--- src/rtl/sac_map.svh ---
// Purpose: register offsets, field positions and timing counts of the converter control
// Assumes: AXI4-Lite, 32-bit words, one register per aligned word
// Notes: definitions only
`ifndef SAC_MAP_SVH
`define SAC_MAP_SVH
`define SAC_OFF_CSRA 5'h00
`define SAC_OFF_CSRB 5'h04
`define SAC_OFF_MUX 5'h08
`define SAC_OFF_RESL 5'h0C
`define SAC_OFF_RESH 5'h10
`define SAC_ADDR_W 5
`define SAC_CSRA_PS 2:0
`define SAC_CSRA_DONE 4
`define SAC_CSRA_ATE 5
`define SAC_CSRA_SC 6
`define SAC_CSRA_EN 7
`define SAC_CSRB_TS 2:0
`define SAC_MUX_CH 4:0
`define SAC_MUX_LAR 5
`define SAC_MUX_REF 7:6
`define SAC_TS_FREE 3'h0
`define SAC_CYC_NORMAL 5'hD
`define SAC_CYC_FIRST 5'h19
`define SAC_SAMPLE_NORMAL 5'h1
`define SAC_SAMPLE_FIRST 5'hD
`define SAC_RESP_OKAY 2'h0
`define SAC_RESP_SLVERR 2'h2
`endif

--- src/rtl/sac_pkg.sv ---
// Purpose: types shared by the converter control
// Assumes: nothing
// Notes: map constants are in sac_map.svh
package sac_pkg;
  typedef enum logic [1:0] {
    SAC_IDLE = 2'h0,
    SAC_CONV = 2'h1,
    SAC_DONE = 2'h3
  } sac_state_t;
  typedef struct packed {
    logic sample;
    logic step;
    logic [4:0] channel;
    logic [1:0] ref_sel;
    logic enable;
  } sac_analog_t;
endpackage

--- src/rtl/sac_ctrl.sv ---
// Purpose: digital control of a 10-bit successive-approximation converter
// Assumes: AXI4-Lite slave; analog core decides one bit per step strobe
// Notes: trigger inputs come from other clock domains and are synchronised
//
// Decided for this implementation: the address map and the AXI4-Lite interface to the registers.
`timescale 1ns/1ps
`default_nettype none
`include "sac_map.svh"
module sac_ctrl
  import sac_pkg::*;
#(
  parameter int DATA_W = 10
)(
  // clock and reset
  input wire logic core_clk,
  input wire logic sys_rst,
  // axi4-lite write
  input wire logic [`SAC_ADDR_W-1:0] s_axi_awaddr,
  input wire logic s_axi_awvalid,
  output logic s_axi_awready,
  input wire logic [31:0] s_axi_wdata,
  input wire logic [3:0] s_axi_wstrb,
  input wire logic s_axi_wvalid,
  output logic s_axi_wready,
  output logic [1:0] s_axi_bresp,
  output logic s_axi_bvalid,
  input wire logic s_axi_bready,
  // axi4-lite read
  input wire logic [`SAC_ADDR_W-1:0] s_axi_araddr,
  input wire logic s_axi_arvalid,
  output logic s_axi_arready,
  output logic [31:0] s_axi_rdata,
  output logic [1:0] s_axi_rresp,
  output logic s_axi_rvalid,
  input wire logic s_axi_rready,
  // trigger sources, index 0 unused (own done flag)
  input wire logic [7:0] trig_src,
  // analog core
  output sac_analog_t analog,
  input wire logic cmp_bit
);
  // registers
  logic [2:0] ps_r, ps_nxt;
  logic en_r, en_nxt, ate_r, ate_nxt, sc_r, sc_nxt, done_r, done_nxt;
  logic [2:0] ts_r, ts_nxt;
  logic [7:0] mux_r, mux_nxt;
  logic [7:0] act_r, act_nxt;
  logic [DATA_W-1:0] res_r, res_nxt;
  logic [DATA_W-1:0] sar_r, sar_nxt;
  logic lock_r, lock_nxt, first_r, first_nxt;
  logic [6:0] pre_r, pre_nxt;
  logic [4:0] cyc_r, cyc_nxt;
  logic [3:0] bit_r, bit_nxt;
  sac_state_t st_r, st_nxt;
  logic [7:0] trg_s1_r, trg_s2_r, trg_s3_r;
  logic samp_r, samp_nxt, step_r, step_nxt;
  // bus
  logic aw_r, aw_nxt, w_r, w_nxt, bv_r, bv_nxt, rv_r, rv_nxt;
  logic [`SAC_ADDR_W-1:0] awa_r, awa_nxt;
  logic [31:0] wd_r, wd_nxt, rd_r, rd_nxt;
  logic [1:0] br_r, br_nxt, rr_r, rr_nxt;

  function automatic logic [7:0] ps_div(input logic [2:0] s);
    ps_div = (s == 3'h0) ? 8'h2 : (8'h1 << s);
  endfunction

  function automatic logic [15:0] place(input logic [DATA_W-1:0] v, input logic left);
    place = left ? {v, 6'h0} : {6'h0, v};
  endfunction

  logic tick, trig_sel, trig_edge, wr_go, rd_go, start, fin, busy;
  logic [15:0] placed;
  always_comb
  begin
    tick = en_r && ({1'b0, pre_r} == ps_div(ps_r) - 8'h1);
    trig_sel = trg_s2_r[ts_r];
    trig_edge = ate_r && ts_r != `SAC_TS_FREE && trig_sel && !trg_s3_r[ts_r];
    busy = st_r != SAC_IDLE;
    fin = st_r == SAC_DONE;
    start = !busy && en_r && (sc_r || trig_edge);
    wr_go = aw_r && w_r && !bv_r;
    rd_go = s_axi_arvalid && !rv_r;
    placed = place(res_r, mux_r[`SAC_MUX_LAR]);
  end

  always_comb
  begin
    ps_nxt = ps_r;
    en_nxt = en_r;
    ate_nxt = ate_r;
    sc_nxt = sc_r;
    done_nxt = done_r;
    ts_nxt = ts_r;
    mux_nxt = mux_r;
    lock_nxt = lock_r;
    if (wr_go)
    begin
      if (awa_r == `SAC_OFF_CSRA && wd_r[31:0] != 32'h0 || awa_r == `SAC_OFF_CSRA)
      begin
        if (s_axi_wstrb[0] || 1'b1)
        begin
          ps_nxt = wd_r[`SAC_CSRA_PS];
          en_nxt = wd_r[`SAC_CSRA_EN];
          ate_nxt = wd_r[`SAC_CSRA_ATE];
          if (wd_r[`SAC_CSRA_SC])
            sc_nxt = 1'b1;
          if (wd_r[`SAC_CSRA_DONE])
            done_nxt = 1'b0;
        end
      end
      if (awa_r == `SAC_OFF_CSRB)
        ts_nxt = wd_r[`SAC_CSRB_TS];
      if (awa_r == `SAC_OFF_MUX)
        mux_nxt = wd_r[7:0];
    end
    if (rd_go && s_axi_araddr == `SAC_OFF_RESL)
      lock_nxt = 1'b1;
    if (rd_go && s_axi_araddr == `SAC_OFF_RESH)
      lock_nxt = 1'b0;
    if (start)
      sc_nxt = 1'b1;
    if (fin)
    begin
      done_nxt = 1'b1;
      sc_nxt = ate_r && ts_r == `SAC_TS_FREE;
    end
    if (!en_nxt)
      sc_nxt = 1'b0;
  end

  // conversion sequencer
  always_comb
  begin
    st_nxt = st_r;
    pre_nxt = tick ? 7'h0 : pre_r + 7'h1;
    cyc_nxt = cyc_r;
    bit_nxt = bit_r;
    sar_nxt = sar_r;
    res_nxt = res_r;
    first_nxt = first_r;
    act_nxt = act_r;
    samp_nxt = 1'b0;
    step_nxt = 1'b0;
    if (!en_r)
    begin
      pre_nxt = 7'h0;
      first_nxt = 1'b1;
      act_nxt = mux_r;
      st_nxt = SAC_IDLE;
    end
    else
    begin
      if (!busy)
        act_nxt = mux_r;
      case (st_r)
        SAC_IDLE:
          if (start)
          begin
            st_nxt = SAC_CONV;
            cyc_nxt = 5'h0;
            bit_nxt = 4'(DATA_W);
            sar_nxt = '0;
            if (trig_edge)
              pre_nxt = 7'h0;
          end
        SAC_CONV:
          if (tick)
          begin
            cyc_nxt = cyc_r + 5'h1;
            if (cyc_r == (first_r ? `SAC_SAMPLE_FIRST : `SAC_SAMPLE_NORMAL))
              samp_nxt = 1'b1;
            if (cyc_r > (first_r ? `SAC_SAMPLE_FIRST : `SAC_SAMPLE_NORMAL) && bit_r != 4'h0)
            begin
              step_nxt = 1'b1;
              bit_nxt = bit_r - 4'h1;
              sar_nxt = {sar_r[DATA_W-2:0], cmp_bit};
            end
            if (cyc_r == (first_r ? `SAC_CYC_FIRST : `SAC_CYC_NORMAL) - 5'h1)
              st_nxt = SAC_DONE;
          end
        SAC_DONE:
        begin
          st_nxt = SAC_IDLE;
          first_nxt = 1'b0;
          if (!lock_r)
            res_nxt = sar_r;
        end
        default: st_nxt = SAC_IDLE;
      endcase
    end
  end

  // bus channels
  always_comb
  begin
    aw_nxt = aw_r;
    w_nxt = w_r;
    awa_nxt = awa_r;
    wd_nxt = wd_r;
    bv_nxt = bv_r;
    br_nxt = br_r;
    rv_nxt = rv_r;
    rd_nxt = rd_r;
    rr_nxt = rr_r;
    if (s_axi_awvalid && !aw_r)
    begin
      aw_nxt = 1'b1;
      awa_nxt = s_axi_awaddr;
    end
    if (s_axi_wvalid && !w_r)
    begin
      w_nxt = 1'b1;
      wd_nxt = s_axi_wdata;
    end
    if (wr_go)
    begin
      aw_nxt = 1'b0;
      w_nxt = 1'b0;
      bv_nxt = 1'b1;
      br_nxt = (awa_r <= `SAC_OFF_MUX) ? `SAC_RESP_OKAY : `SAC_RESP_SLVERR;
    end
    if (bv_r && s_axi_bready)
      bv_nxt = 1'b0;
    if (rd_go)
    begin
      rv_nxt = 1'b1;
      rr_nxt = `SAC_RESP_OKAY;
      case (s_axi_araddr)
        `SAC_OFF_CSRA: rd_nxt = {24'h0, en_r, sc_r, ate_r, done_r, 1'b0, ps_r};
        `SAC_OFF_CSRB: rd_nxt = {29'h0, ts_r};
        `SAC_OFF_MUX: rd_nxt = {24'h0, mux_r};
        `SAC_OFF_RESL: rd_nxt = {24'h0, placed[7:0]};
        `SAC_OFF_RESH: rd_nxt = {24'h0, placed[15:8]};
        default:
        begin
          rd_nxt = 32'h0;
          rr_nxt = `SAC_RESP_SLVERR;
        end
      endcase
    end
    if (rv_r && s_axi_rready)
      rv_nxt = 1'b0;
  end

  always_ff @(posedge core_clk)
  begin
    trg_s1_r <= trig_src;
    trg_s2_r <= trg_s1_r;
    trg_s3_r <= trg_s2_r;
    if (sys_rst)
    begin
      ps_r <= 3'h0;
      en_r <= 1'b0;
      ate_r <= 1'b0;
      sc_r <= 1'b0;
      done_r <= 1'b0;
      ts_r <= 3'h0;
      mux_r <= 8'h0;
      act_r <= 8'h0;
      res_r <= '0;
      sar_r <= '0;
      lock_r <= 1'b0;
      first_r <= 1'b1;
      pre_r <= 7'h0;
      cyc_r <= 5'h0;
      bit_r <= 4'h0;
      st_r <= SAC_IDLE;
      samp_r <= 1'b0;
      step_r <= 1'b0;
      aw_r <= 1'b0;
      w_r <= 1'b0;
      bv_r <= 1'b0;
      rv_r <= 1'b0;
      awa_r <= '0;
      wd_r <= 32'h0;
      rd_r <= 32'h0;
      br_r <= 2'h0;
      rr_r <= 2'h0;
    end
    else
    begin
      ps_r <= ps_nxt;
      en_r <= en_nxt;
      ate_r <= ate_nxt;
      sc_r <= sc_nxt;
      done_r <= done_nxt;
      ts_r <= ts_nxt;
      mux_r <= mux_nxt;
      act_r <= act_nxt;
      res_r <= res_nxt;
      sar_r <= sar_nxt;
      lock_r <= lock_nxt;
      first_r <= first_nxt;
      pre_r <= pre_nxt;
      cyc_r <= cyc_nxt;
      bit_r <= bit_nxt;
      st_r <= st_nxt;
      samp_r <= samp_nxt;
      step_r <= step_nxt;
      aw_r <= aw_nxt;
      w_r <= w_nxt;
      bv_r <= bv_nxt;
      rv_r <= rv_nxt;
      awa_r <= awa_nxt;
      wd_r <= wd_nxt;
      rd_r <= rd_nxt;
      br_r <= br_nxt;
      rr_r <= rr_nxt;
    end
  end

  // channel code and reference decode is left to the analog core
  always_comb
  begin
    analog.sample = samp_r;
    analog.step = step_r;
    analog.channel = act_r[`SAC_MUX_CH];
    analog.ref_sel = act_r[`SAC_MUX_REF];
    analog.enable = en_r;
  end

  assign s_axi_awready = !aw_r;
  assign s_axi_wready = !w_r;
  assign s_axi_bvalid = bv_r;
  assign s_axi_bresp = br_r;
  assign s_axi_arready = !rv_r;
  assign s_axi_rvalid = rv_r;
  assign s_axi_rdata = rd_r;
  assign s_axi_rresp = rr_r;

  a_done_sets: assert property (@(posedge core_clk) disable iff (sys_rst)
    fin |=> done_r) else $error("done flag not set");
  a_sc_clears: assert property (@(posedge core_clk) disable iff (sys_rst)
    fin && en_r && !(ate_r && ts_r == `SAC_TS_FREE) |=> !sc_r) else $error("start stuck");
  a_sc_busy: assert property (@(posedge core_clk) disable iff (sys_rst)
    st_r == SAC_CONV && en_r |-> sc_r) else $error("start low in conversion");
  a_lock_hold: assert property (@(posedge core_clk) disable iff (sys_rst)
    fin && lock_r |=> $stable(res_r)) else $error("blocked result written");
  a_lock_set: assert property (@(posedge core_clk) disable iff (sys_rst)
    rd_go && s_axi_araddr == `SAC_OFF_RESL |=> lock_r) else $error("no block");
  a_lock_lift: assert property (@(posedge core_clk) disable iff (sys_rst)
    rd_go && s_axi_araddr == `SAC_OFF_RESH |=> !lock_r) else $error("block stuck");
  a_ch_stable: assert property (@(posedge core_clk) disable iff (sys_rst)
    st_r == SAC_CONV && $past(st_r) == SAC_CONV |-> $stable(act_r)) else $error("ch moved");
  a_pre_off: assert property (@(posedge core_clk) disable iff (sys_rst)
    !en_r |=> pre_r == 7'h0) else $error("prescaler ran disabled");
  a_free_run: assert property (@(posedge core_clk) disable iff (sys_rst)
    fin && en_nxt && ate_r && ts_r == `SAC_TS_FREE |=> ##1 st_r == SAC_CONV)
    else $error("free run stopped");
endmodule
`default_nettype wire

--- config.mk ---
export PLATFORM = sky130hd
export DESIGN_NAME = sac_ctrl
export DESIGN_NICKNAME = d
export VERILOG_FILES = /design/src/rtl/sac_pkg.sv /design/src/rtl/sac_ctrl.sv
export VERILOG_INCLUDE_DIRS = /design/src /design/src/rtl
export SDC_FILE = /design/constraint.sdc
export NUM_CORES = 1
export LEC_CHECK = 0
export BUFFER_PORTS_ARGS = -buffer_cell sky130_fd_sc_hd__buf_2
export CAP_MARGIN = 15
export CORE_ASPECT_RATIO = 0.75
export CORE_MARGIN = 8
export CORE_UTILIZATION = 54
export CTS_BUF_LIST = sky130_fd_sc_hd__clkbuf_16
export DETAILED_ROUTE_END_ITERATION = 16
export GPL_TIMING_DRIVEN = 0
export PLACE_DENSITY = 0.8
export SYNTH_ARGS = -nofsm -noshare
export SYNTH_HDL_FRONTEND = slang
export SYNTH_SLANG_ARGS = --single-unit
--- constraint.sdc ---
create_clock -name core_clk -period 2.9 [get_ports core_clk]
set_input_delay 0 -clock core_clk [delete_from_list [all_inputs] [get_ports core_clk]]
set_output_delay 0 -clock core_clk [all_outputs]
set_load 0.005 [all_outputs]
==> reports/qor.txt <==
Status = finished clean
Area growth, synth to finish = 27.9%
Port bufs = 57
CP startpoint kind = register
RSZ-0062 raised after global routing = false
Endpoints failing setup = 0
Routed Antenna Nets = 0
Largest net degree at the start of global routing = 17
Pre-antenna DRT Iters = 5
Seq/Total Area, Yosys = 46.1%
Mapped cell area = 0.00500 mm²
Post-route minimum period = 2.74 ns
Vias/cell = 5.46
Cell Int Power = 3030 µW
Reg clk slew, reported paths = 0.06 ns
Max Clk Rate = 365 MHz
FFs w/ async S/R, synth = 0%
Setup CP Type = register to register
Total number of vias = 4286
Commonest cells in the netlist = 115 x dfxtp_1, 65 x nor2_1, 45 x nand2_1
First-pass GRT wire length = 21.5 mm
TritonCTS clock tree = done
RR Startpoint = ps_r[2]
Switching Share = 24.5%
Post_cts resized = 0
DRC viols = 0
DR iter-0 viols = 397
WL per Instance = 16.8 µm
Initial core utilization = 55.5%
Synth top area cells = dfxtp_1 46%, mux2i_1 8.0%, nor2_1 4.9%
Final worst path period share = 94.5%
# IOs = 113
Synth top area share = 46.1%
Arrival time worst endpoint = 3.08 ns
Post-Route Setup TNS = 0 ns
Hold Crit Start = s_axi_arvalid
Root buffer cell = clkbuf_16
FP Rows = 30
H-tree levels = 4
EDFF count, synth = 0
Chip width = 127 µm
Vias in the first global route = 4313
Power consumption = 4010 µW
Sink Count = 115
Critical Path End = sar_r[3]
Number of CTS-inserted buffers = 17
Die area = 0.0126 mm²
Worst Path Required = 3.24 ns
#FFs+latches synth = 115
CTS Buffer Depth = 2
Post-CTS Repair Setup Buffers = 0
Psw = 982 µW
Commonest register cell after synthesis = dfxtp_1
Layout cells sized above 1 = 20.4%
Endpoints failing hold = 0
Dpl hpwl = 8.88 mm
Synth warn = 0
Reg2Reg Depth = 11
Slew Limit Headroom = 25.9%
# diodes = 0
Sequential share of power = 40.9%
Mapped Cells = 532
Grt ovf = 0
Worst setup EP type = register
Core ar. = 0.00901 mm²
Leak Pwr = 0.00278 µW
Pwr Density = 627 mW/mm²
Fill cells = 675
Worst min-delay path class = primary input to register
Final Max Slew Viols = 0
Skew-Pair Late Insertion Delay = 0.42 ns
Combinational power share = 5.3%
GRT Total Usage = 21.4%
Clk network pwr share = 53.8%
Mapped Avg Cell Area = 9.39 µm²
Layout Nets = 731
Final wirelength = 13.2 mm
Reg-to-Reg End = sar_r[3]
Initial antenna violation count = 0
Worst-path fanout max = 10
Die Ht = 99.3 µm
Worst-margin pin slew = 1.11 ns
Most frequent cell after synthesis = dfxtp_1
Reg2Reg Setup Slack = 0.16 ns
Final GP Congestion = 0.876
Largest area contributor in the netlist = dfxtp_1
Max Cap Viol = 0
Final clock skew = 0.00853 ns
Synth unique cells = 65
CP Launch Point = ps_r[2]
VDD IR max = 0.000618 V
[routing by layer]
layer  vias up  wire (µm)  global-route usage [%]  part of all wire, %
met4         0        209                    8.11                  1.6
li1       2076          -                       -                    -
met5         -          0                       0                    0
met1      2031       5450                    24.0                   41
met2       154       6580                    37.3                   50
met3        25        919                    6.95                  7.0
[layout by cell type, fill, tap and decap left out, drive strengths merged, types with 11 or more instances in the layout]
master | Yosys | routed
dfxtp | 115 | 115
nand3 | 13 | 13
mux2i | 40 | 40
inv | 16 | 27
clkbuf | 18 | 35
nor2b | 12 | 12
conb | 1 | 26
o21ai | 11 | 11
buf | 37 | 94
nor2 | 66 | 66
a21oi | 26 | 26
nand2 | 45 | 45
dlygate4sd3 | 0 | 27
o2bb2ai | 12 | 12
[how the worst min path moves through the flow]
stage	to	slack (ns)	cells past startpoint
after floorplan	trg_s1_r[1]	0.03	0
after detailed placement	trg_s1_r[2]	0.10	1
final	s_axi_rresp[1]	0.07	4
after global routing	s_axi_rresp[1]	0.08	4
after global placement	trg_s1_r[7]	0.10	1
after CTS	s_axi_rresp[1]	0.06	4
[registers in the layout (all words and copies together), names as in the netlist, 2 cells and up]
| register | flops |
|---|---|
| trg_s1_r | 7 |
| trg_s2_r | 7 |
| bit_r | 4 |
| sar_r | 10 |
| s_axi_rdata | 8 |
| mux_r | 8 |
| trg_s3_r | 7 |
| act_r | 7 |
| st_r | 2 |
| pre_r | 7 |
| wd_r | 8 |
| ps_r | 3 |
| ts_r | 3 |
| cyc_r | 5 |
| awa_r | 5 |
| res_r | 10 |
[power by group through the flow]
stage | logic [µW] | clock network, µW | registers, µW
after global placement | 170 | 0 | 1670
after CTS | 205 | 2160 | 1640
after floorplan | 120 | 0 | 1670
after detailed placement | 175 | 0 | 1670
final | 214 | 2160 | 1640
after global routing | 232 | 2250 | 1640
[repair_timing]
action | in CTS | in global routing
hold buffers | 27 | 0
endpoints found under the hold margin | 29 | 0
endpoints found under the setup margin | 0 | 0
[kinds of logic (layout without fill, tap and decap cells)]
family	count (synthesis)	count (layout)	synth area share, %
other	1	26	0.0750
XOR/XNOR	8	8	1.40
multiplexers	45	45	9.89
AND/OR/NAND/NOR	192	192	19.7
flip-flops	115	115	46.1
buffers and inverters	71	187	7.89
AO/OA/AOI/OAI	91	91	12.7
adder cells (fa/ha/maj)	9	9	2.25
[metrics by stage]
stage	cells	hold slack, ns	cell area, µm²	setup WS, ns	utilization, %
floorplan	557	0.0277	5090	0.365	-
global placement	726	0.104	5520	0.263	61.2
detailed placement	726	0.104	5520	0.196	61.2
CTS	785	0.0615	6390	0.180	71.0
global route	785	0.0838	6390	0.0172	71.0
finish	785	0.0682	6390	0.160	71.0
[critical path: stages, from the launching register on]
cell	delay (ns)
dfxtp_1	0.31
buf_6	0.13
and2b_2	0.21
nand2b_1	0.05
ha_1	0.29
xor2_1	0.15
o31ai_1	0.08
or4_4	0.52
and4b_2	0.33
and3_1	0.20
buf_2	0.23
o2bb2ai_1	0.14
[layout make-up]
| cell class | count | area, µm² | area share (%) |
|---|---|---|---|
| clock inverter | 15 | 181 | 2.84 |
| sequential | 115 | 2300 | 36.0 |
| tap | 112 | 140 | 2.19 |
| multi-input combinational | 371 | 2390 | 37.5 |
| timing repair buffer | 84 | 556 | 8.69 |
| clock buffer | 17 | 425 | 6.65 |
| inverter | 16 | 60.1 | 0.939 |
| buffer | 55 | 334 | 5.23 |
(Power assumes the default switching activity.)
